--- config.mk ---
export PLATFORM = sky130hd
export DESIGN_NAME = bpo_port
export DESIGN_NICKNAME = d
export VERILOG_FILES = /design/src/verilog/bpo_pkg.sv /design/src/verilog/bpo_port.sv
export SDC_FILE = /design/constraint.sdc
export NUM_CORES = 1
export LEC_CHECK = 0
export BUFFER_PORTS_ARGS = -buffer_cell sky130_fd_sc_hd__buf_4
export CORE_MARGIN = 2
export CORE_UTILIZATION = 40
export CTS_CLUSTER_SIZE = 40
export DETAILED_ROUTE_END_ITERATION = 12
export GPL_TIMING_DRIVEN = 0
export PLACE_DENSITY = 0.82
export SLEW_MARGIN = 20
export SYNTH_ARGS = -nofsm -noshare
export SYNTH_HDL_FRONTEND = slang
export SYNTH_SLANG_ARGS = --single-unit
--- constraint.sdc ---
create_clock -name clock_i -period 1.8 [get_ports clock_i]
set_input_delay 0.27 -clock clock_i [delete_from_list [all_inputs] [get_ports clock_i]]
set_output_delay 0.27 -clock clock_i [all_outputs]
set_load 0.01 [all_outputs]
--- src/verilog/bpo_pkg.sv ---
// constants, types and register map of the bcd pressure output port
package bpo_pkg;

    // clock and timing
    localparam int CLK_HZ       = 10_000_000;
    localparam int STROBE_NS    = 10_000;
    localparam int STROBE_CYC   =
        (STROBE_NS * (CLK_HZ / 1_000_000) + 999) / 1000;
    localparam int UPDATE_MS    = 500;
    localparam int UPDATE_CYC   = UPDATE_MS * (CLK_HZ / 1000);
    localparam int PER_W        = 23;
    localparam int STR_W        = 7;

    // apb register byte offsets
    localparam logic [7:0] OFS_CMD     = 8'h00;
    localparam logic [7:0] OFS_SETTING = 8'h04;
    localparam logic [7:0] OFS_STATUS  = 8'h08;
    localparam logic [7:0] OFS_MASK    = 8'h0C;
    localparam logic [7:0] OFS_SAMPLE  = 8'h10;

    // command register fields
    localparam int CMD_CODE_LSB = 0;
    localparam int CMD_KEY_LSB  = 8;
    localparam logic [1:0] KEY_DIGITS = 2'h0;
    localparam logic [1:0] KEY_SELECT = 2'h1;
    localparam logic [1:0] KEY_ENTER  = 2'h2;

    // function codes
    localparam logic [4:0] FC_FACTORY = 5'h00;
    localparam logic [4:0] FC_SRC_G1  = 5'h05;
    localparam logic [4:0] FC_SRC_G2  = 5'h06;
    localparam logic [4:0] FC_TORR    = 5'h18;
    localparam logic [4:0] FC_MBAR    = 5'h19;
    localparam logic [4:0] FC_PASCAL  = 5'h1A;

    // setting register fields
    localparam int SET_UNIT_LSB = 0;
    localparam int SET_SRC1_LSB = 2;
    localparam int SET_SRC2_LSB = 4;
    localparam int SET_PEND_LSB = 6;
    localparam int SET_KP_LSB   = 8;

    // status and mask bits
    localparam int ST_UPDATE = 0;
    localparam int ST_HELD   = 1;
    localparam int ST_REJECT = 2;
    localparam int ST_W      = 3;
    localparam logic [ST_W-1:0] ST_RST = 3'h0;

    typedef enum logic [1:0] {
        UNIT_TORR = 2'h0,
        UNIT_MBAR = 2'h1,
        UNIT_PA   = 2'h2
    } bpo_unit_t;

    typedef enum logic [1:0] {
        SRC_ION  = 2'h0,
        SRC_CONV = 2'h1,
        SRC_SYS  = 2'h2,
        SRC_DISP = 2'h3
    } bpo_src_t;

    typedef enum logic [2:0] {
        KP_IDLE = 3'b001,
        KP_CODE = 3'b010,
        KP_SHOW = 3'b100
    } bpo_kp_t;

    // one pressure reading as it appears on the connector
    typedef struct packed {
        logic [3:0] units;
        logic [3:0] tenths;
        logic [3:0] hundredths;
        logic       exp_sign;
        logic       exp_tens;
        logic [3:0] exp_units;
        logic       active_gauge_type;
        logic       degas;
        logic       trouble;
    } bpo_press_t;

    localparam bpo_press_t PRESS_RST = '0;
    localparam bpo_press_t MAX_TORR  = '{4'h1, 4'h0, 4'h0, 1'b1, 1'b0,
                                        4'h3, 1'b0, 1'b0, 1'b0};
    localparam bpo_press_t MAX_MBAR  = '{4'h1, 4'h3, 4'h3, 1'b1, 1'b0,
                                        4'h3, 1'b0, 1'b0, 1'b0};
    localparam bpo_press_t MAX_PA    = '{4'h1, 4'h3, 4'h3, 1'b1, 1'b0,
                                        4'h5, 1'b0, 1'b0, 1'b0};

endpackage : bpo_pkg

--- src/verilog/bpo_port.sv ---
// bcd pressure output port with keypad settings and apb access
// Behaviour
// - mantissa out as three positive-true bcd digits: units, tenths, hundredths
// - exponent out as sign (high plus), tens bit and bcd units digit
// - strobe low while stable, high about 10 us twice a second to update
// - float request high puts all data lines in high impedance
// - freeze input low blocks data updates until it returns high
// - undriven control inputs read as high
// - card carries one display group chosen by jumper
// - convection source without that option outputs unit maximum
// - code 0 restores each card source to its group ion gauge
// - sources: ion, convection, system, display pressure
// - code 5 and 6 select group source; select cycles, enter commits
// - settings change only while security indicator is green
// - codes 24,25,26 set torr, millibar, pascal and light indicator
// - code 0 returns unit to torr
// - enter shows current setting; enter again leaves it unchanged
//
// The implementer's own choices: the APB interface to the registers and the register addresses.
`timescale 1ns/100ps
module bpo_port #(
    parameter int UPDATE_CYC = bpo_pkg::UPDATE_CYC
) (
    input  wire logic                          clock_i,
    input  wire logic                          rst_b_i,
    input  wire logic                          psel_i,
    input  wire logic                          penable_i,
    input  wire logic                          pwrite_i,
    input  wire logic [7:0]                    paddr_i,
    input  wire logic [31:0]                   pwdata_i,
    output logic      [31:0]                   prdata_o,
    output logic                               pready_o,
    output logic                               pslverr_o,
    input  wire logic                          float_req_i,
    input  wire logic                          hold_n_i,
    input  wire logic                          group_jumper_i,
    input  wire logic                          security_green_i,
    input  wire logic                          cg_installed_i,
    input  wire logic [1:0]                    ion_gauge_on_i,
    input  wire bpo_pkg::bpo_press_t [1:0]     ion_press_i,
    input  wire bpo_pkg::bpo_press_t [1:0]     conv_press_i,
    input  wire bpo_pkg::bpo_press_t [1:0]     disp_press_i,
    output bpo_pkg::bpo_press_t                press_o,
    output logic                               press_oe_o,
    output logic                               strobe_o,
    output logic [2:0]                         unit_ind_o,
    output logic                               irq_o
);

    function automatic logic reg_hit(input logic [7:0] a);
        reg_hit = (a == bpo_pkg::OFS_CMD) || (a == bpo_pkg::OFS_SETTING)
               || (a == bpo_pkg::OFS_STATUS) || (a == bpo_pkg::OFS_MASK)
               || (a == bpo_pkg::OFS_SAMPLE);
    endfunction : reg_hit

    // pin synchronisers: float, hold, jumper
    localparam int NPIN = 3;
    logic [NPIN-1:0]     pin_raw;
    logic [NPIN-1:0]     pin_q;
    assign pin_raw = {group_jumper_i, hold_n_i, float_req_i};

    genvar gi;
    generate
        for (gi = 0; gi < NPIN; gi++)
        begin : g_sync
            logic [2:0] sh_reg;
            logic       filt_reg;
            // resets high: an open control pin is pulled up
            always_ff @(posedge clock_i or negedge rst_b_i)
            begin
                if (!rst_b_i)
                begin
                    sh_reg   <= 3'h7;
                    filt_reg <= 1'b1;
                end
                else
                begin
                    sh_reg <= {sh_reg[1:0], pin_raw[gi]};
                    if (sh_reg[1] == sh_reg[2])
                        filt_reg <= sh_reg[2];
                end
            end
            assign pin_q[gi] = filt_reg;
        end
    endgenerate

    logic float_q;
    logic hold_q;
    logic group_q;
    assign float_q = pin_q[0];
    assign hold_q  = pin_q[1];
    assign group_q = pin_q[2];

    // apb decode
    logic        acc;
    logic        wr;
    logic        wr_cmd;
    logic [1:0]  key;
    logic [4:0]  code_in;
    assign acc     = psel_i && penable_i;
    assign wr      = acc && pwrite_i;
    assign wr_cmd  = wr && (paddr_i == bpo_pkg::OFS_CMD);
    assign key     = pwdata_i[bpo_pkg::CMD_KEY_LSB +: 2];
    assign code_in = pwdata_i[bpo_pkg::CMD_CODE_LSB +: 5];
    assign pready_o  = 1'b1;
    assign pslverr_o = acc && !reg_hit(paddr_i);

    // keypad state
    bpo_pkg::bpo_kp_t   kp_reg;
    logic [4:0]         code_reg;
    bpo_pkg::bpo_src_t  pend_reg;
    bpo_pkg::bpo_unit_t unit_reg;
    bpo_pkg::bpo_src_t  src_reg [2];

    logic enter_code;
    logic enter_show;
    logic code_unit;
    logic code_fact;
    logic src_g;
    logic do_factory;
    logic do_unit;
    logic do_src;
    logic reject;

    assign enter_code = wr_cmd && key == bpo_pkg::KEY_ENTER
                     && kp_reg == bpo_pkg::KP_CODE;
    assign enter_show = wr_cmd && key == bpo_pkg::KEY_ENTER
                     && kp_reg == bpo_pkg::KP_SHOW;
    assign code_unit  = code_reg == bpo_pkg::FC_TORR
                     || code_reg == bpo_pkg::FC_MBAR
                     || code_reg == bpo_pkg::FC_PASCAL;
    assign code_fact  = code_reg == bpo_pkg::FC_FACTORY;
    assign src_g      = code_reg == bpo_pkg::FC_SRC_G2;
    // every change is gated by the security indicator
    assign do_factory = enter_code && code_fact && security_green_i;
    assign do_unit    = enter_code && code_unit && security_green_i;
    assign do_src     = enter_show && security_green_i;
    assign reject     = (enter_code && (code_fact || code_unit)
                         && !security_green_i)
                     || (enter_show && !security_green_i
                         && pend_reg != src_reg[src_g]);

    always_ff @(posedge clock_i or negedge rst_b_i)
    begin
        if (!rst_b_i)
        begin
            kp_reg   <= bpo_pkg::KP_IDLE;
            code_reg <= bpo_pkg::FC_FACTORY;
            pend_reg <= bpo_pkg::SRC_ION;
        end
        else if (wr_cmd)
        begin
            unique case (key)
                bpo_pkg::KEY_DIGITS:
                begin
                    code_reg <= code_in;
                    kp_reg   <= bpo_pkg::KP_CODE;
                end
                bpo_pkg::KEY_SELECT:
                begin
                    // select cycles the four sources
                    if (kp_reg == bpo_pkg::KP_SHOW)
                        pend_reg <= bpo_pkg::bpo_src_t'(pend_reg + 2'h1);
                end
                bpo_pkg::KEY_ENTER:
                begin
                    if (kp_reg == bpo_pkg::KP_CODE
                        && (code_reg == bpo_pkg::FC_SRC_G1 || src_g))
                    begin
                        // show what is programmed now
                        pend_reg <= src_reg[src_g];
                        kp_reg   <= bpo_pkg::KP_SHOW;
                    end
                    else
                        kp_reg <= bpo_pkg::KP_IDLE;
                end
                default:
                    kp_reg <= kp_reg;
            endcase
        end
    end

    always_ff @(posedge clock_i or negedge rst_b_i)
    begin
        if (!rst_b_i)
            unit_reg <= bpo_pkg::UNIT_TORR;
        else if (do_factory)
            unit_reg <= bpo_pkg::UNIT_TORR;
        else if (do_unit)
        begin
            unique case (code_reg)
                bpo_pkg::FC_MBAR:   unit_reg <= bpo_pkg::UNIT_MBAR;
                bpo_pkg::FC_PASCAL: unit_reg <= bpo_pkg::UNIT_PA;
                default:            unit_reg <= bpo_pkg::UNIT_TORR;
            endcase
        end
    end

    always_ff @(posedge clock_i or negedge rst_b_i)
    begin
        if (!rst_b_i)
        begin
            src_reg[0] <= bpo_pkg::SRC_ION;
            src_reg[1] <= bpo_pkg::SRC_ION;
        end
        else if (do_factory)
        begin
            src_reg[0] <= bpo_pkg::SRC_ION;
            src_reg[1] <= bpo_pkg::SRC_ION;
        end
        else if (do_src)
            src_reg[src_g] <= pend_reg; // unchanged if no select
    end

    always_comb
    begin
        unit_ind_o = 3'h0;
        unit_ind_o[unit_reg] = 1'b1;
    end

    // source mux for the jumper-chosen group
    bpo_pkg::bpo_src_t  eff_src;
    bpo_pkg::bpo_press_t max_p;
    bpo_pkg::bpo_press_t sel_p;
    assign eff_src = src_reg[group_q];

    always_comb
    begin
        unique case (unit_reg)
            bpo_pkg::UNIT_MBAR: max_p = bpo_pkg::MAX_MBAR;
            bpo_pkg::UNIT_PA:   max_p = bpo_pkg::MAX_PA;
            default:            max_p = bpo_pkg::MAX_TORR;
        endcase
    end

    always_comb
    begin
        sel_p = ion_press_i[group_q];
        unique case (eff_src)
            bpo_pkg::SRC_ION:  sel_p = ion_press_i[group_q];
            bpo_pkg::SRC_CONV: sel_p = conv_press_i[group_q];
            bpo_pkg::SRC_SYS:  sel_p = ion_gauge_on_i[group_q]
                                     ? ion_press_i[group_q]
                                     : conv_press_i[group_q];
            bpo_pkg::SRC_DISP: sel_p = disp_press_i[group_q];
        endcase
        // missing convection option reads as full scale
        if (!cg_installed_i && (eff_src == bpo_pkg::SRC_CONV
            || (eff_src == bpo_pkg::SRC_SYS && !ion_gauge_on_i[group_q])))
            sel_p = max_p;
    end

    // update timing
    logic [bpo_pkg::PER_W-1:0] per_cnt;
    logic [bpo_pkg::STR_W-1:0] str_cnt;
    logic                      strobe_reg;
    logic                      tick;
    logic                      load;
    bpo_pkg::bpo_press_t       press_reg;

    assign tick = per_cnt == bpo_pkg::PER_W'(UPDATE_CYC - 1);
    // load one cycle into the pulse, so data never moves while low
    assign load = strobe_reg && str_cnt == '0 && hold_q;

    always_ff @(posedge clock_i or negedge rst_b_i)
    begin
        if (!rst_b_i)
            per_cnt <= '0;
        else if (tick)
            per_cnt <= '0;
        else
            per_cnt <= per_cnt + 1'b1;
    end

    always_ff @(posedge clock_i or negedge rst_b_i)
    begin
        if (!rst_b_i)
        begin
            strobe_reg <= 1'b0;
            str_cnt    <= '0;
        end
        else if (strobe_reg)
        begin
            if (str_cnt == bpo_pkg::STR_W'(bpo_pkg::STROBE_CYC - 1))
            begin
                strobe_reg <= 1'b0;
                str_cnt    <= '0;
            end
            else
                str_cnt <= str_cnt + 1'b1;
        end
        else if (tick && hold_q)
            strobe_reg <= 1'b1; // no pulse while frozen
    end

    always_ff @(posedge clock_i or negedge rst_b_i)
    begin
        if (!rst_b_i)
            press_reg <= bpo_pkg::PRESS_RST;
        else if (load)
            press_reg <= sel_p;
    end

    assign press_o    = press_reg;
    assign strobe_o   = strobe_reg;
    assign press_oe_o = !float_q;

    // interrupts: set wins over write-one-to-clear
    logic [bpo_pkg::ST_W-1:0] status_reg;
    logic [bpo_pkg::ST_W-1:0] mask_reg;
    logic [bpo_pkg::ST_W-1:0] events;
    logic [bpo_pkg::ST_W-1:0] clr;

    always_comb
    begin
        events = '0;
        events[bpo_pkg::ST_UPDATE] = load;
        events[bpo_pkg::ST_HELD]   = tick && !hold_q;
        events[bpo_pkg::ST_REJECT] = reject;
        clr = '0;
        if (wr && paddr_i == bpo_pkg::OFS_STATUS)
            clr = pwdata_i[bpo_pkg::ST_W-1:0];
    end

    always_ff @(posedge clock_i or negedge rst_b_i)
    begin
        if (!rst_b_i)
            status_reg <= bpo_pkg::ST_RST;
        else
            status_reg <= (status_reg & ~clr) | events;
    end

    always_ff @(posedge clock_i or negedge rst_b_i)
    begin
        if (!rst_b_i)
            mask_reg <= bpo_pkg::ST_RST;
        else if (wr && paddr_i == bpo_pkg::OFS_MASK)
            mask_reg <= pwdata_i[bpo_pkg::ST_W-1:0];
    end

    assign irq_o = |(status_reg & mask_reg);

    // read data captured in the setup phase
    logic [31:0] rd_mux;
    logic [31:0] prdata_reg;

    always_comb
    begin
        rd_mux = 32'h0000_0000;
        unique case (paddr_i)
            bpo_pkg::OFS_SETTING:
            begin
                rd_mux[bpo_pkg::SET_UNIT_LSB +: 2] = unit_reg;
                rd_mux[bpo_pkg::SET_SRC1_LSB +: 2] = src_reg[0];
                rd_mux[bpo_pkg::SET_SRC2_LSB +: 2] = src_reg[1];
                rd_mux[bpo_pkg::SET_PEND_LSB +: 2] = pend_reg;
                rd_mux[bpo_pkg::SET_KP_LSB +: 3]   = kp_reg;
            end
            bpo_pkg::OFS_STATUS: rd_mux[bpo_pkg::ST_W-1:0] = status_reg;
            bpo_pkg::OFS_MASK:   rd_mux[bpo_pkg::ST_W-1:0] = mask_reg;
            bpo_pkg::OFS_SAMPLE: rd_mux[$bits(press_reg)-1:0] = press_reg;
            default:             rd_mux = 32'h0000_0000;
        endcase
    end

    always_ff @(posedge clock_i or negedge rst_b_i)
    begin
        if (!rst_b_i)
            prdata_reg <= 32'h0000_0000;
        else if (psel_i && !penable_i)
            prdata_reg <= rd_mux;
    end

    assign prdata_o = prdata_reg;

    // checks
    property p_strobe_width;
        @(posedge clock_i) disable iff (!rst_b_i)
        $rose(strobe_o) |-> strobe_o [*8] ##0
            (str_cnt == bpo_pkg::STR_W'(7));
    endproperty
    a_strobe_width: assert property (p_strobe_width)
        else $error("strobe pulse too short");

    property p_strobe_end;
        @(posedge clock_i) disable iff (!rst_b_i)
        $fell(strobe_o) |->
            $past(str_cnt) == bpo_pkg::STR_W'(bpo_pkg::STROBE_CYC - 1);
    endproperty
    a_strobe_end: assert property (p_strobe_end)
        else $error("strobe width wrong");

    property p_stable_low;
        @(posedge clock_i) disable iff (!rst_b_i)
        (!strobe_o && !$past(strobe_o)) |-> $stable(press_o);
    endproperty
    a_stable_low: assert property (p_stable_low)
        else $error("data moved while strobe low");

    property p_float;
        @(posedge clock_i) disable iff (!rst_b_i)
        float_req_i [*4] |=> !press_oe_o;
    endproperty
    a_float: assert property (p_float)
        else $error("float request not honoured");

    property p_hold;
        @(posedge clock_i) disable iff (!rst_b_i)
        !hold_q |=> $stable(press_o);
    endproperty
    a_hold: assert property (p_hold)
        else $error("data updated while frozen");

    property p_factory;
        @(posedge clock_i) disable iff (!rst_b_i)
        do_factory |=> unit_reg == bpo_pkg::UNIT_TORR
            && src_reg[0] == bpo_pkg::SRC_ION
            && src_reg[1] == bpo_pkg::SRC_ION && unit_ind_o == 3'h1;
    endproperty
    a_factory: assert property (p_factory)
        else $error("factory restore incomplete");

    property p_secure;
        @(posedge clock_i) disable iff (!rst_b_i)
        !security_green_i |=> $stable(unit_reg) && $stable(src_reg[0])
            && $stable(src_reg[1]);
    endproperty
    a_secure: assert property (p_secure)
        else $error("setting changed while secured");

    property p_pascal;
        @(posedge clock_i) disable iff (!rst_b_i)
        (do_unit && code_reg == bpo_pkg::FC_PASCAL)
            |=> unit_reg == bpo_pkg::UNIT_PA && unit_ind_o == 3'h4;
    endproperty
    a_pascal: assert property (p_pascal)
        else $error("pascal unit not set");

    property p_cg_max;
        @(posedge clock_i) disable iff (!rst_b_i)
        (load && !cg_installed_i && eff_src == bpo_pkg::SRC_CONV)
            |=> press_o == $past(max_p);
    endproperty
    a_cg_max: assert property (p_cg_max)
        else $error("missing gauge not at maximum");

    property p_show;
        @(posedge clock_i) disable iff (!rst_b_i)
        (enter_code && code_reg == bpo_pkg::FC_SRC_G2)
            |=> kp_reg == bpo_pkg::KP_SHOW && pend_reg == src_reg[1];
    endproperty
    a_show: assert property (p_show)
        else $error("current source not shown");

endmodule : bpo_port

==> impl_metrics.prom, run 1 <==
# TYPE chip_impl_metric gauge
chip_impl_metric{name="worst-endpoint-required",unit="ns"} 2.07
chip_impl_metric{name="drt_wl_total",unit="microns"} 20600
chip_impl_metric{name="postSynthCellCount",unit=""} 688
chip_impl_info{name="worstHoldPathType",value="primary input to flop"} 1
chip_impl_info{name="rsz0062_at_grt",value="true"} 1
chip_impl_metric{name="hold_ws",unit="ns"} 0.0278
chip_impl_metric{name="setup-violations-final",unit=""} 16
chip_impl_metric{name="avgViaCountPerCell",unit=""} 5.45
chip_impl_info{name="cts_root_buffer",value="clkbuf_16"} 1
chip_impl_metric{name="pwr_density_cell",unit="nW/um^2"} 614
chip_impl_metric{name="finish.net_count",unit=""} 1115
chip_impl_metric{name="floorplan.die_area",unit="sq um"} 16800
chip_impl_info{name="violations",value="negative setup slack"} 1
chip_impl_metric{name="total_cts_buffers",unit=""} 9
chip_impl_metric{name="drtIter0Drc",unit=""} 452
chip_impl_info{name="commonest_cells_after_routing_fill_and_taps_aside",value="buf_4 (234), nand2_1 (102), dfrtp_1 (93), nor2_1 (49), o21ai_0 (47)"} 1
chip_impl_metric{name="detailed_place_hpwl",unit="microns"} 15400
chip_impl_metric{name="ys_ff_latch",unit=""} 107
chip_impl_metric{name="worstMarginPinSlew",unit="ns"} 0.946
chip_impl_metric{name="layout-area-overhead-vs-synth",unit="%"} 40.4
chip_impl_metric{name="drcViolationCount",unit=""} 0
chip_impl_metric{name="leakage",unit="uW"} 0.00423
chip_impl_metric{name="synth-simple-area-share",unit=""} 0.213
chip_impl_metric{name="fraction_of_layout_cells_with_a_size_suffix_above_1",unit=""} 0.377
chip_impl_metric{name="worstSkewPairLatency",unit="ns"} 0.35
chip_impl_metric{name="io_buffer_count",unit=""} 199
chip_impl_metric{name="grt_total_ovfl",unit=""} 0
chip_impl_metric{name="avgSynthCellArea",unit="sq um"} 9.18
chip_impl_metric{name="track_usage",unit=""} 0.237
chip_impl_metric{name="timing.clock.skew",unit="ns"} 0.00623
chip_impl_metric{name="synth_enable_flop_cells",unit=""} 0
chip_impl_metric{name="yosysSeqAreaShare",unit=""} 0.427
chip_impl_metric{name="largest_reg_flops",unit=""} 23
chip_impl_metric{name="h-tree-depth",unit=""} 3
chip_impl_info{name="mostFrequentLayoutCell",value="buf_4"} 1
chip_impl_info{name="yosys_most_used_dff",value="dfrtp_1"} 1
chip_impl_metric{name="synthMuxAreaShare",unit=""} 0.0691
chip_impl_info{name="yosys-top-cells-area",value="dfrtp_1 (37%), nand2_1 (6.1%), dfstp_2 (5.4%)"} 1
chip_impl_info{name="regMostFlops",value="per_cnt"} 1
chip_impl_metric{name="postSynth.asyncResetShare",unit=""} 1.00
chip_impl_metric{name="grt_first_pass_wirelength",unit="microns"} 30700
chip_impl_metric{name="synth_largest_type_area_fraction",unit=""} 0.372
chip_impl_metric{name="finalSetupTns",unit="ns"} -1.04
chip_impl_metric{name="rows",unit=""} 45
chip_impl_metric{name="ctsLongestPathBuffers",unit=""} 2
chip_impl_metric{name="pin_count_of_the_biggest_net_entering_global_routing",unit=""} 108
chip_impl_metric{name="detail-route-antenna-nets",unit=""} 0
chip_impl_metric{name="dpl_worst_slack",unit="ns"} -0.495
chip_impl_metric{name="io_pins",unit=""} 239
chip_impl_metric{name="n_antenna_cell",unit=""} 0
chip_impl_metric{name="crit_path_max_fanout",unit=""} 7
chip_impl_metric{name="cts_clk_pin_slew_worst_paths",unit="ns"} 0.07
chip_impl_metric{name="layout_min_cycle_time",unit="ns"} 1.90
chip_impl_metric{name="synthDistinctLibCells",unit=""} 70
chip_impl_metric{name="crit_arrival",unit="ns"} 2.18
chip_impl_info{name="yosysTopAreaCell",value="dfrtp_1"} 1
chip_impl_metric{name="worst_slew_margin_rel",unit=""} 0.370
chip_impl_metric{name="initial_core_util",unit=""} 0.412
chip_impl_metric{name="placeableCoreArea",unit="sq um"} 15300
chip_impl_metric{name="final_min_period_over_clock_period",unit=""} 1.06
chip_impl_metric{name="max_clock_freq",unit="MHz"} 526
chip_impl_metric{name="synth_warnings",unit=""} 0
chip_impl_info{name="critical_path_class",value="flop to flop"} 1
chip_impl_metric{name="synth_compound_area_frac",unit=""} 0.186
chip_impl_metric{name="die_height",unit="microns"} 130
chip_impl_metric{name="wl_per_cell",unit="microns"} 18.0
chip_impl_metric{name="initial_antenna_violation_count",unit=""} 0
chip_impl_metric{name="cap_viol_max_count",unit=""} 0
chip_impl_info{name="worst_setup_path_end_kind",value="flop"} 1
chip_impl_metric{name="yosys.area_share.adder",unit=""} 0.0246
chip_impl_metric{name="syn_area",unit="sq um"} 6320
chip_impl_metric{name="worst_ir_drop_vdd",unit="mV"} 0.462
chip_impl_info{name="dominant_combinational_cell_family_by_area_after_synthesis",value="simple AND/OR/NAND/NOR gates"} 1
chip_impl_info{name="tritoncts",value="yes"} 1
chip_impl_info{name="run_status",value="complete, but fails checks"} 1
chip_impl_info{name="worst_setup_path_start_kind",value="flop"} 1
chip_impl_metric{name="clock_sinks",unit=""} 107
chip_impl_metric{name="slew_viol_final",unit=""} 0
chip_impl_metric{name="die_width",unit="microns"} 130
chip_impl_metric{name="post_synth_xor_area_fraction",unit=""} 0.0305
chip_impl_metric{name="drt-pass1-iter-count",unit=""} 5
chip_impl_metric{name="layout_setup_ws",unit="ns"} -0.101
chip_impl_metric{name="finalHoldViolCount",unit=""} 0
chip_impl_metric{name="vias",unit=""} 6235
chip_impl_metric{name="globalplace.congestion",unit=""} 0.934
chip_impl_metric{name="first_global_vias",unit=""} 5922
Yosys cell counts, types with 4 or more instances:
master / number
nand2_1: 102
dfrtp_1: 94
o21ai_0: 58
nor2_1: 49
a21oi_1: 31
nand3_1: 24
mux2i_1: 23
clkbuf_1: 17
inv_1: 17
mux2_2: 17
nand2b_1: 17
a221oi_1: 14
buf_4: 14
o21a_1: 14
dfstp_2: 13
nand4_1: 12
xnor2_1: 12
buf_2: 11
nor2b_1: 11
o221ai_1: 11
a22o_1: 10
and3_1: 10
ha_1: 10
xor2_1: 10
a21o_1: 8
nor3_1: 7
a221o_1: 5
and2_1: 4
nor4_1: 4
o211ai_1: 4
cell type report:
| cell class | instances | area (sq um) |
|---|---|---|
| Timing Repair Buffer | 221 | 1680 |
| Fill cell | 1374 | 6450 |
| Clock inverter | 5 | 52.6 |
| Buffer | 43 | 269 |
| Inverter | 17 | 63.8 |
| Tap cell | 211 | 264 |
| Clock buffer | 11 | 243 |
| Multi-Input combinational cell | 528 | 3600 |
| Sequential cell | 107 | 2700 |
where the power goes:
part           internal [uW]  leakage [uW]  switching (uW)
Sequential              2460       0.00130            41.1
Combinational            482       0.00278             472
Clock                   1110      0.000145             871
Total                   4060       0.00423            1380
routing by layer:
metal / vias to the layer above / share of wire / track usage / routed length, microns
met5: - / 0 / 0 / 0
met4: 0 / 0.017 / 0.0626 / 341
met3: 29 / 0.067 / 0.0376 / 1370
met2: 263 / 0.50 / 0.409 / 10400
met1: 3020 / 0.41 / 0.310 / 8510
li1: 2923 / - / - / -
kinds of logic (layout without fill, tap and decap cells):
kind of cell,Yosys count,count (layout)
flops,107,107
other cells,2,12
compound gates,174,174
simple gates,266,266
xor+xnor,22,22
fa+ha+maj,13,13
mux,41,41
buf+inv,63,297
critical path, cell delays in order (launching register included):
cell and delay (ns):
dfrtp_1 0.40, inv_2 0.10, ha_4 0.13, nor2b_4 0.17
nand4_1 0.11, buf_6 0.16, a311oi_4 0.29, o21ai_4 0.16
buf_6 0.17, o21ai_2 0.12
final timing paths:
check / endpoint / slack [ns] / cells after the start / from
hold / removal: g_sync[2].sh_reg[0] / 0.03 / 1 / group_jumper_i
setup reg to reg: press_o[19] / -0.10 / 9 / str_cnt[0]
hold reg to reg: g_sync[1].sh_reg[1] / 0.36 / 0 / g_sync[1].sh_reg[0]
setup / recovery: press_o[19] / -0.10 / 9 / str_cnt[0]
max in group asynchronous: str_cnt[3] / 1.09 / 1 / rst_b_i
min in group asynchronous: per_cnt[15] / 0.04 / 1 / rst_b_i
metrics by stage:
step                 util  std cells  area (sq um)  power [uW]
floorplan               -        698          6350        2930
global placement    0.530       1108          8110        3410
detailed placement  0.530       1108          8120        3420
CTS                 0.562       1133          8600        5410
global route        0.579       1143          8860        5650
finish              0.579       1143          8860        5440
what timing repair did:
item | in CTS | in global routing
gates cloned | 1 | 0
setup endpoints to repair | 36 | 44
buffers inserted | 11 | 10
gates resized for setup | 39 | 50
pin swaps | 5 | 15
hold buffers | 0 | 0
Power figures use the tool's default switching activity.
==> inputs of run 2 (changes only) <==
--- a/config.mk
+++ b/config.mk
@@ -6,12 +6,14 @@
 export NUM_CORES = 1
 export LEC_CHECK = 0
 export BUFFER_PORTS_ARGS = -buffer_cell sky130_fd_sc_hd__buf_4
+export CELL_PAD_IN_SITES_DETAIL_PLACEMENT = 1
+export CELL_PAD_IN_SITES_GLOBAL_PLACEMENT = 1
 export CORE_MARGIN = 2
-export CORE_UTILIZATION = 40
+export CORE_UTILIZATION = 33
 export CTS_CLUSTER_SIZE = 40
 export DETAILED_ROUTE_END_ITERATION = 12
 export GPL_TIMING_DRIVEN = 0
-export PLACE_DENSITY = 0.82
+export PLACE_DENSITY = 0.89
 export SLEW_MARGIN = 20
 export SYNTH_ARGS = -nofsm -noshare
 export SYNTH_HDL_FRONTEND = slang
==> run 2 against run 1 <==
Compared with the run above:
- the run still ends with negative setup slack left
- count of clock-buffer cells in the layout increased by 1
- power increased by 2.0%
- maximum frequency increased by 1.2%
- setup slack improved by 0.023 ns
- combinational power increased by 4.4%
- wire length increased by 18%
- sequential share of layout area decreased by 0.63 points
- clock power increased by 4%
- critical path type unchanged
==> impl_metrics.prom, run 2 (same netlist as run 1, synthesis figures left out) <==
# TYPE chip_impl_metric gauge
chip_impl_metric{name="placeableCoreArea",unit="sq um"} 18800
chip_impl_metric{name="grt_first_pass_wirelength",unit="microns"} 36900
chip_impl_metric{name="wl_per_cell",unit="microns"} 20.8
chip_impl_metric{name="avgViaCountPerCell",unit=""} 5.49
chip_impl_metric{name="io_pins",unit=""} 239
chip_impl_metric{name="cpPeakStageDelay",unit="ns"} 0.40
chip_impl_metric{name="crit_arrival",unit="ns"} 2.16
chip_impl_metric{name="n_antenna_cell",unit=""} 0
chip_impl_metric{name="cap_viol_max_count",unit=""} 0
chip_impl_info{name="rr_endpoint",value="press_o[1]"} 1
chip_impl_metric{name="pin_count_of_the_biggest_net_entering_global_routing",unit=""} 108
chip_impl_metric{name="slew_viol_final",unit=""} 0
chip_impl_metric{name="total_cts_buffers",unit=""} 9
chip_impl_metric{name="io_buffer_count",unit=""} 199
chip_impl_metric{name="hold_ws",unit="ns"} 0.0158
chip_impl_metric{name="globalplace.congestion",unit=""} 0.848
chip_impl_metric{name="final_min_period_over_clock_period",unit=""} 1.04
chip_impl_metric{name="rows",unit=""} 50
chip_impl_metric{name="track_usage",unit=""} 0.238
chip_impl_metric{name="cellInternalPower",unit="uW"} 4080
chip_impl_metric{name="vias",unit=""} 6461
chip_impl_metric{name="comb_power_share",unit=""} 0.179
chip_impl_metric{name="setup-violations-final",unit=""} 17
chip_impl_info{name="regMostFlops",value="per_cnt"} 1
chip_impl_metric{name="p_sw",unit="uW"} 1470
chip_impl_metric{name="worst_slew_margin_rel",unit=""} 0.330
chip_impl_metric{name="ctsLongestPathBuffers",unit=""} 2
chip_impl_metric{name="die_height",unit="microns"} 142
chip_impl_info{name="worst_setup_path_start_kind",value="flop"} 1
chip_impl_metric{name="finalHoldViolCount",unit=""} 0
chip_impl_metric{name="worstSkewPairLatency",unit="ns"} 0.36
chip_impl_info{name="critical_path_class",value="flop to flop"} 1
chip_impl_metric{name="fraction_of_layout_cells_with_a_size_suffix_above_1",unit=""} 0.406
chip_impl_metric{name="cts_clk_pin_slew_worst_paths",unit="ns"} 0.07
chip_impl_info{name="mostFrequentLayoutCell",value="buf_4"} 1
chip_impl_info{name="crit_path_cell_trace",value="inv_2 > ha_4 > nor2b_4 > nand4_1 > a311oi_2 > o21ai_4 > buf_6 > o21ai_2"} 1
chip_impl_metric{name="finalSetupTns",unit="ns"} -0.951
chip_impl_metric{name="die_width",unit="microns"} 142
chip_impl_metric{name="layout-area-overhead-vs-synth",unit="%"} 43.4
chip_impl_info{name="critical-path-slowest-cell",value="dfrtp_1"} 1
chip_impl_info{name="violations",value="negative setup slack"} 1
chip_impl_metric{name="power.share.clock",unit=""} 0.369
chip_impl_metric{name="min_path_cells",unit=""} 1
chip_impl_metric{name="fillCellCount",unit=""} 2209
chip_impl_metric{name="netSwitchingFraction",unit=""} 0.265
chip_impl_metric{name="largest_reg_flops",unit=""} 23
chip_impl_metric{name="drcViolationCount",unit=""} 0
chip_impl_info{name="timing.critical_path.to",value="press_o[1]"} 1
chip_impl_metric{name="worstMarginPinSlew",unit="ns"} 1.01
chip_impl_info{name="worst_setup_path_end_kind",value="flop"} 1
chip_impl_metric{name="power.total",unit="uW"} 5550
chip_impl_info{name="worst_r2r_startpoint",value="str_cnt[0]"} 1
chip_impl_metric{name="utilization",unit=""} 0.483
chip_impl_info{name="cts_root_buffer",value="clkbuf_16"} 1
chip_impl_metric{name="crit_path_max_fanout",unit=""} 5
chip_impl_metric{name="pwr_density_cell",unit="nW/um^2"} 612
chip_impl_info{name="commonest_cells_after_routing_fill_and_taps_aside",value="buf_4 (242), nand2_1 (101), dfrtp_1 (92), nor2_1 (47), o21ai_0 (40)"} 1
chip_impl_metric{name="initial_antenna_violation_count",unit=""} 0
chip_impl_metric{name="h-tree-depth",unit=""} 3
chip_impl_metric{name="floorplan.die_area",unit="sq um"} 20300
chip_impl_info{name="tritoncts",value="yes"} 1
chip_impl_metric{name="clock_sinks",unit=""} 107
chip_impl_metric{name="first_global_vias",unit=""} 6867
chip_impl_metric{name="grt_total_ovfl",unit=""} 0
chip_impl_metric{name="layout_setup_ws",unit="ns"} -0.0771
chip_impl_info{name="run_status",value="complete, but fails checks"} 1
chip_impl_info{name="worstHoldPathType",value="primary input to flop"} 1
chip_impl_metric{name="finish.net_count",unit=""} 1125
chip_impl_info{name="cp-startpoint",value="str_cnt[0]"} 1
chip_impl_metric{name="drtIter0Drc",unit=""} 318
chip_impl_metric{name="leakage",unit="uW"} 0.00429
chip_impl_metric{name="timing.reg2reg.worst_path_depth",unit=""} 8
chip_impl_metric{name="r2r_slack",unit="ns"} -0.08
chip_impl_metric{name="layout_min_cycle_time",unit="ns"} 1.88
chip_impl_metric{name="timing.clock.skew",unit="ns"} 0.00776
chip_impl_metric{name="initial_core_util",unit=""} 0.337
chip_impl_metric{name="drt-pass1-iter-count",unit=""} 4
chip_impl_metric{name="detailed_place_hpwl",unit="microns"} 17900
chip_impl_info{name="rsz0062_at_grt",value="true"} 1
chip_impl_metric{name="seq_power_share",unit=""} 0.451
chip_impl_metric{name="max_clock_freq",unit="MHz"} 533
chip_impl_metric{name="worst_ir_drop_vdd",unit="mV"} 0.391
chip_impl_metric{name="detail-route-antenna-nets",unit=""} 0
chip_impl_metric{name="worst-endpoint-required",unit="ns"} 2.08
chip_impl_metric{name="drt_wl_total",unit="microns"} 24400
## run 2: changes by cell type in the layout (fill, tap and decap cells not counted), moves of 2 or more
cell / change
buf_4: +8
nor2_1: -2
o221ai_2: +6
o221ai_1: -6
o21ai_2: +7
o21ai_0: -7
clkinv_2: -2
a221oi_2: +2
nor2_2: +2
## run 2: critical path, delay by kind of cell (launching register included)
kind	cells	cell delay [ns]
AO/OA/AOI/OAI	3	0.59
adder cells (fa/ha/maj)	1	0.13
flip-flops	1	0.40
buffers and inverters	2	0.27
AND/OR/NAND/NOR	2	0.40
## run 2: layout make-up
cell class | instances | area, sq um | share of cell area
Inverter | 17 | 63.8 | 0.00705
Clock inverter | 4 | 50.0 | 0.00553
Clock buffer | 12 | 246 | 0.0272
Tap cell | 234 | 293 | 0.0323
Sequential cell | 107 | 2700 | 0.298
Buffer | 43 | 278 | 0.0307
Multi-Input combinational cell | 528 | 3680 | 0.406
Timing Repair Buffer | 231 | 1750 | 0.194
## run 2: per-stage QoR
step / cells / cell area [sq um] / setup WS, ns
after floorplan: 698 / 6350 / 0.0148
after global placement: 1131 / 8140 / -0.417
after detailed placement: 1131 / 8140 / -0.519
after CTS: 1164 / 8840 / -0.0571
after global routing: 1176 / 9060 / -0.190
final: 1176 / 9060 / -0.0771
## run 2: power by group through the flow
stage	combinational, uW	clock [uW]	sequential [uW]
finish	996	2050	2500
global route	1080	2150	2510
CTS	955	2070	2500
detailed placement	892	0	2540
global placement	868	0	2540
floorplan	387	0	2550
## run 2: how the worst min path moves through the flow
stage	startpoint	to
detailed placement	g_sync[0].sh_reg[0]	g_sync[0].sh_reg[1]
finish	hold_n_i	g_sync[1].sh_reg[0]
global route	group_jumper_i	g_sync[2].sh_reg[0]
CTS	group_jumper_i	g_sync[2].sh_reg[0]
floorplan	rst_b_i	code_reg[0]
global placement	g_sync[2].sh_reg[0]	g_sync[2].sh_reg[1]
## run 2: repair_timing
| item | CTS | global route |
|---|---|---|
| gates resized for setup | 80 | 37 |
| cloned | 1 | 1 |
| buffers inserted | 19 | 11 |
| setup endpoints to repair | 38 | 48 |
| pin swaps | 24 | 12 |
| hold buffers | 0 | 0 |
## run 2: layer usage
metal	vias up	track usage	routed length (microns)
met5	-	0	0
met2	213	0.416	12600
met3	54	0.0559	1210
met4	0	0.0860	807
met1	3247	0.285	9820
li1	2947	-	-
==> inputs of run 3 (changes only) <==
--- a/config.mk
+++ b/config.mk
@@ -5,15 +5,17 @@
 export SDC_FILE = /design/constraint.sdc
 export NUM_CORES = 1
 export LEC_CHECK = 0
+export ABC_AREA = 1
 export BUFFER_PORTS_ARGS = -buffer_cell sky130_fd_sc_hd__buf_4
 export CELL_PAD_IN_SITES_DETAIL_PLACEMENT = 1
 export CELL_PAD_IN_SITES_GLOBAL_PLACEMENT = 1
 export CORE_MARGIN = 2
-export CORE_UTILIZATION = 33
+export CORE_UTILIZATION = 32
 export CTS_CLUSTER_SIZE = 40
 export DETAILED_ROUTE_END_ITERATION = 12
 export GPL_TIMING_DRIVEN = 0
 export PLACE_DENSITY = 0.89
+export SETUP_SLACK_MARGIN = 0.05
 export SLEW_MARGIN = 20
 export SYNTH_ARGS = -nofsm -noshare
 export SYNTH_HDL_FRONTEND = slang
==> run 3 against run 2 <==
Compared with the run above:
- the flow still finishes with violations (negative setup slack)
- die area rose by 8.4%
- wire length rose by 0.81%
- sequential share of layout area fell by 1.4 points
- sequential cell count did not move
- register-to-register slack improved by 0.07 ns
- final cell count increased by 22%
- critical path depth is 3 higher
- cell area grew 5.0%
- synthesized cell count increased by 32%
- power down 2.0%
- global-route usage is 1.9 points lower
- utilization fell by 1.4 points
==> impl_metrics.prom, run 3 <==
# TYPE chip_impl_metric gauge
chip_impl_info{name="run_status",value="complete, but fails checks"} 1
chip_impl_info{name="violations",value="negative setup slack"} 1
chip_impl_metric{name="utilization",unit=""} 0.468
chip_impl_info{name="yosys_most_used_dff",value="dfrtp_1"} 1
chip_impl_metric{name="crit_arrival",unit="ns"} 2.10
chip_impl_metric{name="fillCellCount",unit=""} 2577
chip_impl_info{name="hp_start",value="group_jumper_i"} 1
chip_impl_info{name="worst_setup_path_end_kind",value="flop"} 1
chip_impl_metric{name="m1WireLength",unit="microns"} 9630
chip_impl_metric{name="first_global_vias",unit=""} 7442
chip_impl_metric{name="min_path_cells",unit=""} 1
chip_impl_metric{name="clock_sinks",unit=""} 107
chip_impl_info{name="yosys.cell_count.top_type",value="nand2_1"} 1
chip_impl_metric{name="track_usage",unit=""} 0.219
chip_impl_metric{name="globalplace.congestion",unit=""} 0.847
chip_impl_metric{name="slew_viol_final",unit=""} 0
chip_impl_metric{name="detail-route-antenna-nets",unit=""} 0
chip_impl_metric{name="timing.reg2reg.worst_path_depth",unit=""} 11
chip_impl_metric{name="yosysSeqAreaShare",unit=""} 0.405
chip_impl_metric{name="finish.net_count",unit=""} 1348
chip_impl_metric{name="avgSynthCellArea",unit="sq um"} 7.34
chip_impl_metric{name="postLayoutCellArea",unit="sq um"} 9510
chip_impl_metric{name="total_cts_buffers",unit=""} 9
chip_impl_metric{name="leakage",unit="uW"} 0.00475
chip_impl_metric{name="pin_count_of_the_biggest_net_entering_global_routing",unit=""} 108
chip_impl_metric{name="layout_setup_ws",unit="ns"} -0.00989
chip_impl_info{name="commonest_cells_after_routing_fill_and_taps_aside",value="nand2_1 (315), buf_4 (240), dfrtp_1 (93), inv_1 (88), nor2_1 (47)"} 1
chip_impl_metric{name="ctsLongestPathBuffers",unit=""} 2
chip_impl_metric{name="synth_compound_area_frac",unit=""} 0.117
chip_impl_metric{name="grt_first_pass_wirelength",unit="microns"} 38000
chip_impl_metric{name="wl_per_cell",unit="microns"} 17.1
chip_impl_info{name="yosys-top-cells-area",value="dfrtp_1 (35%), nand2_1 (18%), inv_1 (5.2%)"} 1
chip_impl_metric{name="drt-pass1-iter-count",unit=""} 4
chip_impl_info{name="top_metal_used",value="met4"} 1
chip_impl_metric{name="cap_viol_max_count",unit=""} 0
chip_impl_metric{name="pwr_density_cell",unit="nW/um^2"} 572
chip_impl_metric{name="grt_total_ovfl",unit=""} 0
chip_impl_info{name="rsz0062_at_grt",value="true"} 1
chip_impl_metric{name="drt_wl_total",unit="microns"} 24600
chip_impl_info{name="regMostFlops",value="per_cnt"} 1
chip_impl_metric{name="io_pins",unit=""} 239
chip_impl_metric{name="vias",unit=""} 6971
chip_impl_metric{name="h-tree-depth",unit=""} 3
chip_impl_metric{name="syn_area",unit="sq um"} 6660
chip_impl_metric{name="synth_largest_type_area_fraction",unit=""} 0.353
chip_impl_metric{name="post_synth_xor_area_fraction",unit=""} 0.0211
chip_impl_metric{name="max_clock_freq",unit="MHz"} 553
chip_impl_metric{name="floorplan.die_area",unit="sq um"} 22000
chip_impl_metric{name="n_antenna_cell",unit=""} 0
chip_impl_metric{name="synth_enable_flop_cells",unit=""} 0
chip_impl_metric{name="synthDistinctLibCells",unit=""} 47
chip_impl_metric{name="synth_warnings",unit=""} 0
chip_impl_metric{name="layout-area-overhead-vs-synth",unit="%"} 42.8
chip_impl_metric{name="drcViolationCount",unit=""} 0
chip_impl_info{name="mostFrequentLayoutCell",value="nand2_1"} 1
chip_impl_info{name="worstHoldPathType",value="primary input to flop"} 1
chip_impl_metric{name="io_buffer_count",unit=""} 201
chip_impl_metric{name="avgViaCountPerCell",unit=""} 4.86
chip_impl_metric{name="timing.clock.skew",unit="ns"} 0.00822
chip_impl_metric{name="synthMuxAreaShare",unit=""} 0.0286
chip_impl_metric{name="finalHoldViolCount",unit=""} 0
chip_impl_info{name="endpoint_of_the_worst_hold_timing_path",value="g_sync[2].sh_reg[0]"} 1
chip_impl_metric{name="worst_slew_margin_rel",unit=""} 0.330
chip_impl_metric{name="yosys.area_share.adder",unit=""} 0.0233
chip_impl_metric{name="die_width",unit="microns"} 148
chip_impl_metric{name="initial_core_util",unit=""} 0.328
chip_impl_metric{name="detailed_place_hpwl",unit="microns"} 19000
chip_impl_metric{name="drtIter0Drc",unit=""} 225
chip_impl_metric{name="detailroute.wirelength.met3",unit="microns"} 1120
chip_impl_metric{name="worst_ir_drop_vdd",unit="mV"} 0.400
chip_impl_info{name="rr_endpoint",value="press_o[8]"} 1
chip_impl_info{name="worst_setup_path_start_kind",value="flop"} 1
chip_impl_metric{name="cts_clk_pin_slew_worst_paths",unit="ns"} 0.07
chip_impl_metric{name="finalSetupTns",unit="ns"} -0.0161
chip_impl_info{name="ys_top_cells_by_count",value="nand2_1 (323), dfrtp_1 (94), inv_1 (92)"} 1
chip_impl_metric{name="r2r_slack",unit="ns"} -0.01
chip_impl_metric{name="wl_met2",unit="microns"} 13300
chip_impl_info{name="tritoncts",value="yes"} 1
chip_impl_metric{name="crit_path_max_fanout",unit=""} 8
chip_impl_metric{name="layout_min_cycle_time",unit="ns"} 1.81
chip_impl_metric{name="worstSkewPairLatency",unit="ns"} 0.35
chip_impl_metric{name="placeableCoreArea",unit="sq um"} 20300
chip_impl_info{name="yosysTopAreaCell",value="dfrtp_1"} 1
chip_impl_metric{name="setup-violations-final",unit=""} 4
chip_impl_metric{name="worstMarginPinSlew",unit="ns"} 1.00
chip_impl_metric{name="fraction_of_layout_cells_with_a_size_suffix_above_1",unit=""} 0.329
chip_impl_metric{name="postSynth.asyncResetShare",unit=""} 1.00
chip_impl_metric{name="postPlaceCellArea",unit="sq um"} 8540
chip_impl_metric{name="initial_antenna_violation_count",unit=""} 0
chip_impl_metric{name="die_height",unit="microns"} 148
chip_impl_metric{name="largest_reg_flops",unit=""} 23
chip_impl_metric{name="final_min_period_over_clock_period",unit=""} 1.01
chip_impl_metric{name="ys_ff_latch",unit=""} 107
chip_impl_info{name="worst_r2r_startpoint",value="g_sync[2].filt_reg"} 1
chip_impl_metric{name="postSynthCellCount",unit=""} 907
chip_impl_metric{name="rows",unit=""} 52
chip_impl_info{name="critical_path_class",value="flop to flop"} 1
chip_impl_info{name="cts_root_buffer",value="clkbuf_16"} 1
chip_impl_info{name="dominant_combinational_cell_family_by_area_after_synthesis",value="simple AND/OR/NAND/NOR gates"} 1
chip_impl_metric{name="synth-simple-area-share",unit=""} 0.308
chip_impl_metric{name="worst-endpoint-required",unit="ns"} 2.09
## run 3: layout make-up
cell class / instances / area, sq um / share of cell area
inverter: 98 / 388 / 0.0408
clock inverter: 2 / 15.0 / 0.00158
clock buffer: 14 / 244 / 0.0257
multi-input combinational: 672 / 3670 / 0.386
tap: 270 / 338 / 0.0355
buffer: 40 / 347 / 0.0365
timing repair buffer: 232 / 1810 / 0.190
sequential: 107 / 2700 / 0.283
## run 3: cells by family after synthesis
logic type      Yosys count
flops                   107
mux                      19
compound gates          135
simple gates            476
fa+ha+maj                13
buf+inv                 139
other cells               2
xor+xnor                 16
## run 3: how the worst max path moves through the flow
stage / start / end / depth (start not counted)
final: g_sync[2].filt_reg / press_o[8] / 11
after global routing: g_sync[2].filt_reg / press_o[8] / 11
after CTS: g_sync[2].filt_reg / press_o[8] / 11
after detailed placement: paddr_i[2] / pslverr_o / 10
after global placement: paddr_i[2] / pslverr_o / 10
after floorplan: g_sync[2].filt_reg / press_o[0] / 11
## run 3: report_power, final
group          switching [uW]  internal [uW]
Clock                     900            944
Sequential               27.9           2450
Combinational             589            523
## run 3: worst max-delay path, cell delays in order, from the launching register on
cell	delay, ns
dfstp_2	0.56
buf_12	0.15
nand2_4	0.06
o21ai_4	0.11
nand2_2	0.10
nand2_4	0.11
buf_12	0.13
nand2_8	0.08
buf_12	0.15
o21ai_4	0.11
inv_2	0.06
a21oi_2	0.12
## run 3: layer usage
metal	up-vias	global-route usage
met2	197	0.410
li1	3384	-
met3	42	0.0356
met5	-	0
met1	3348	0.252
met4	0	0.0776
## run 3: timing repair
action,in CTS,in global routing
hold buffers,0,0
cloned,1,2
pin swaps,11,17
setup buffers,14,15
setup endpoints to repair,26,27
resized for setup,69,47
## run 3: through the flow
| step | power, uW | worst slack, ns | std cells | hold WS, ns |
|---|---|---|---|---|
| after global placement | 3430 | -0.214 | 1388 | 0.347 |
| final | 5440 | -0.00989 | 1435 | 0.0160 |
| after floorplan | 2960 | 0.262 | 917 | -0.0256 |
| after CTS | 5380 | -0.00142 | 1419 | 0.00946 |
| after global routing | 5660 | -0.0791 | 1435 | 0.0112 |
| after detailed placement | 3460 | -0.249 | 1388 | 0.351 |
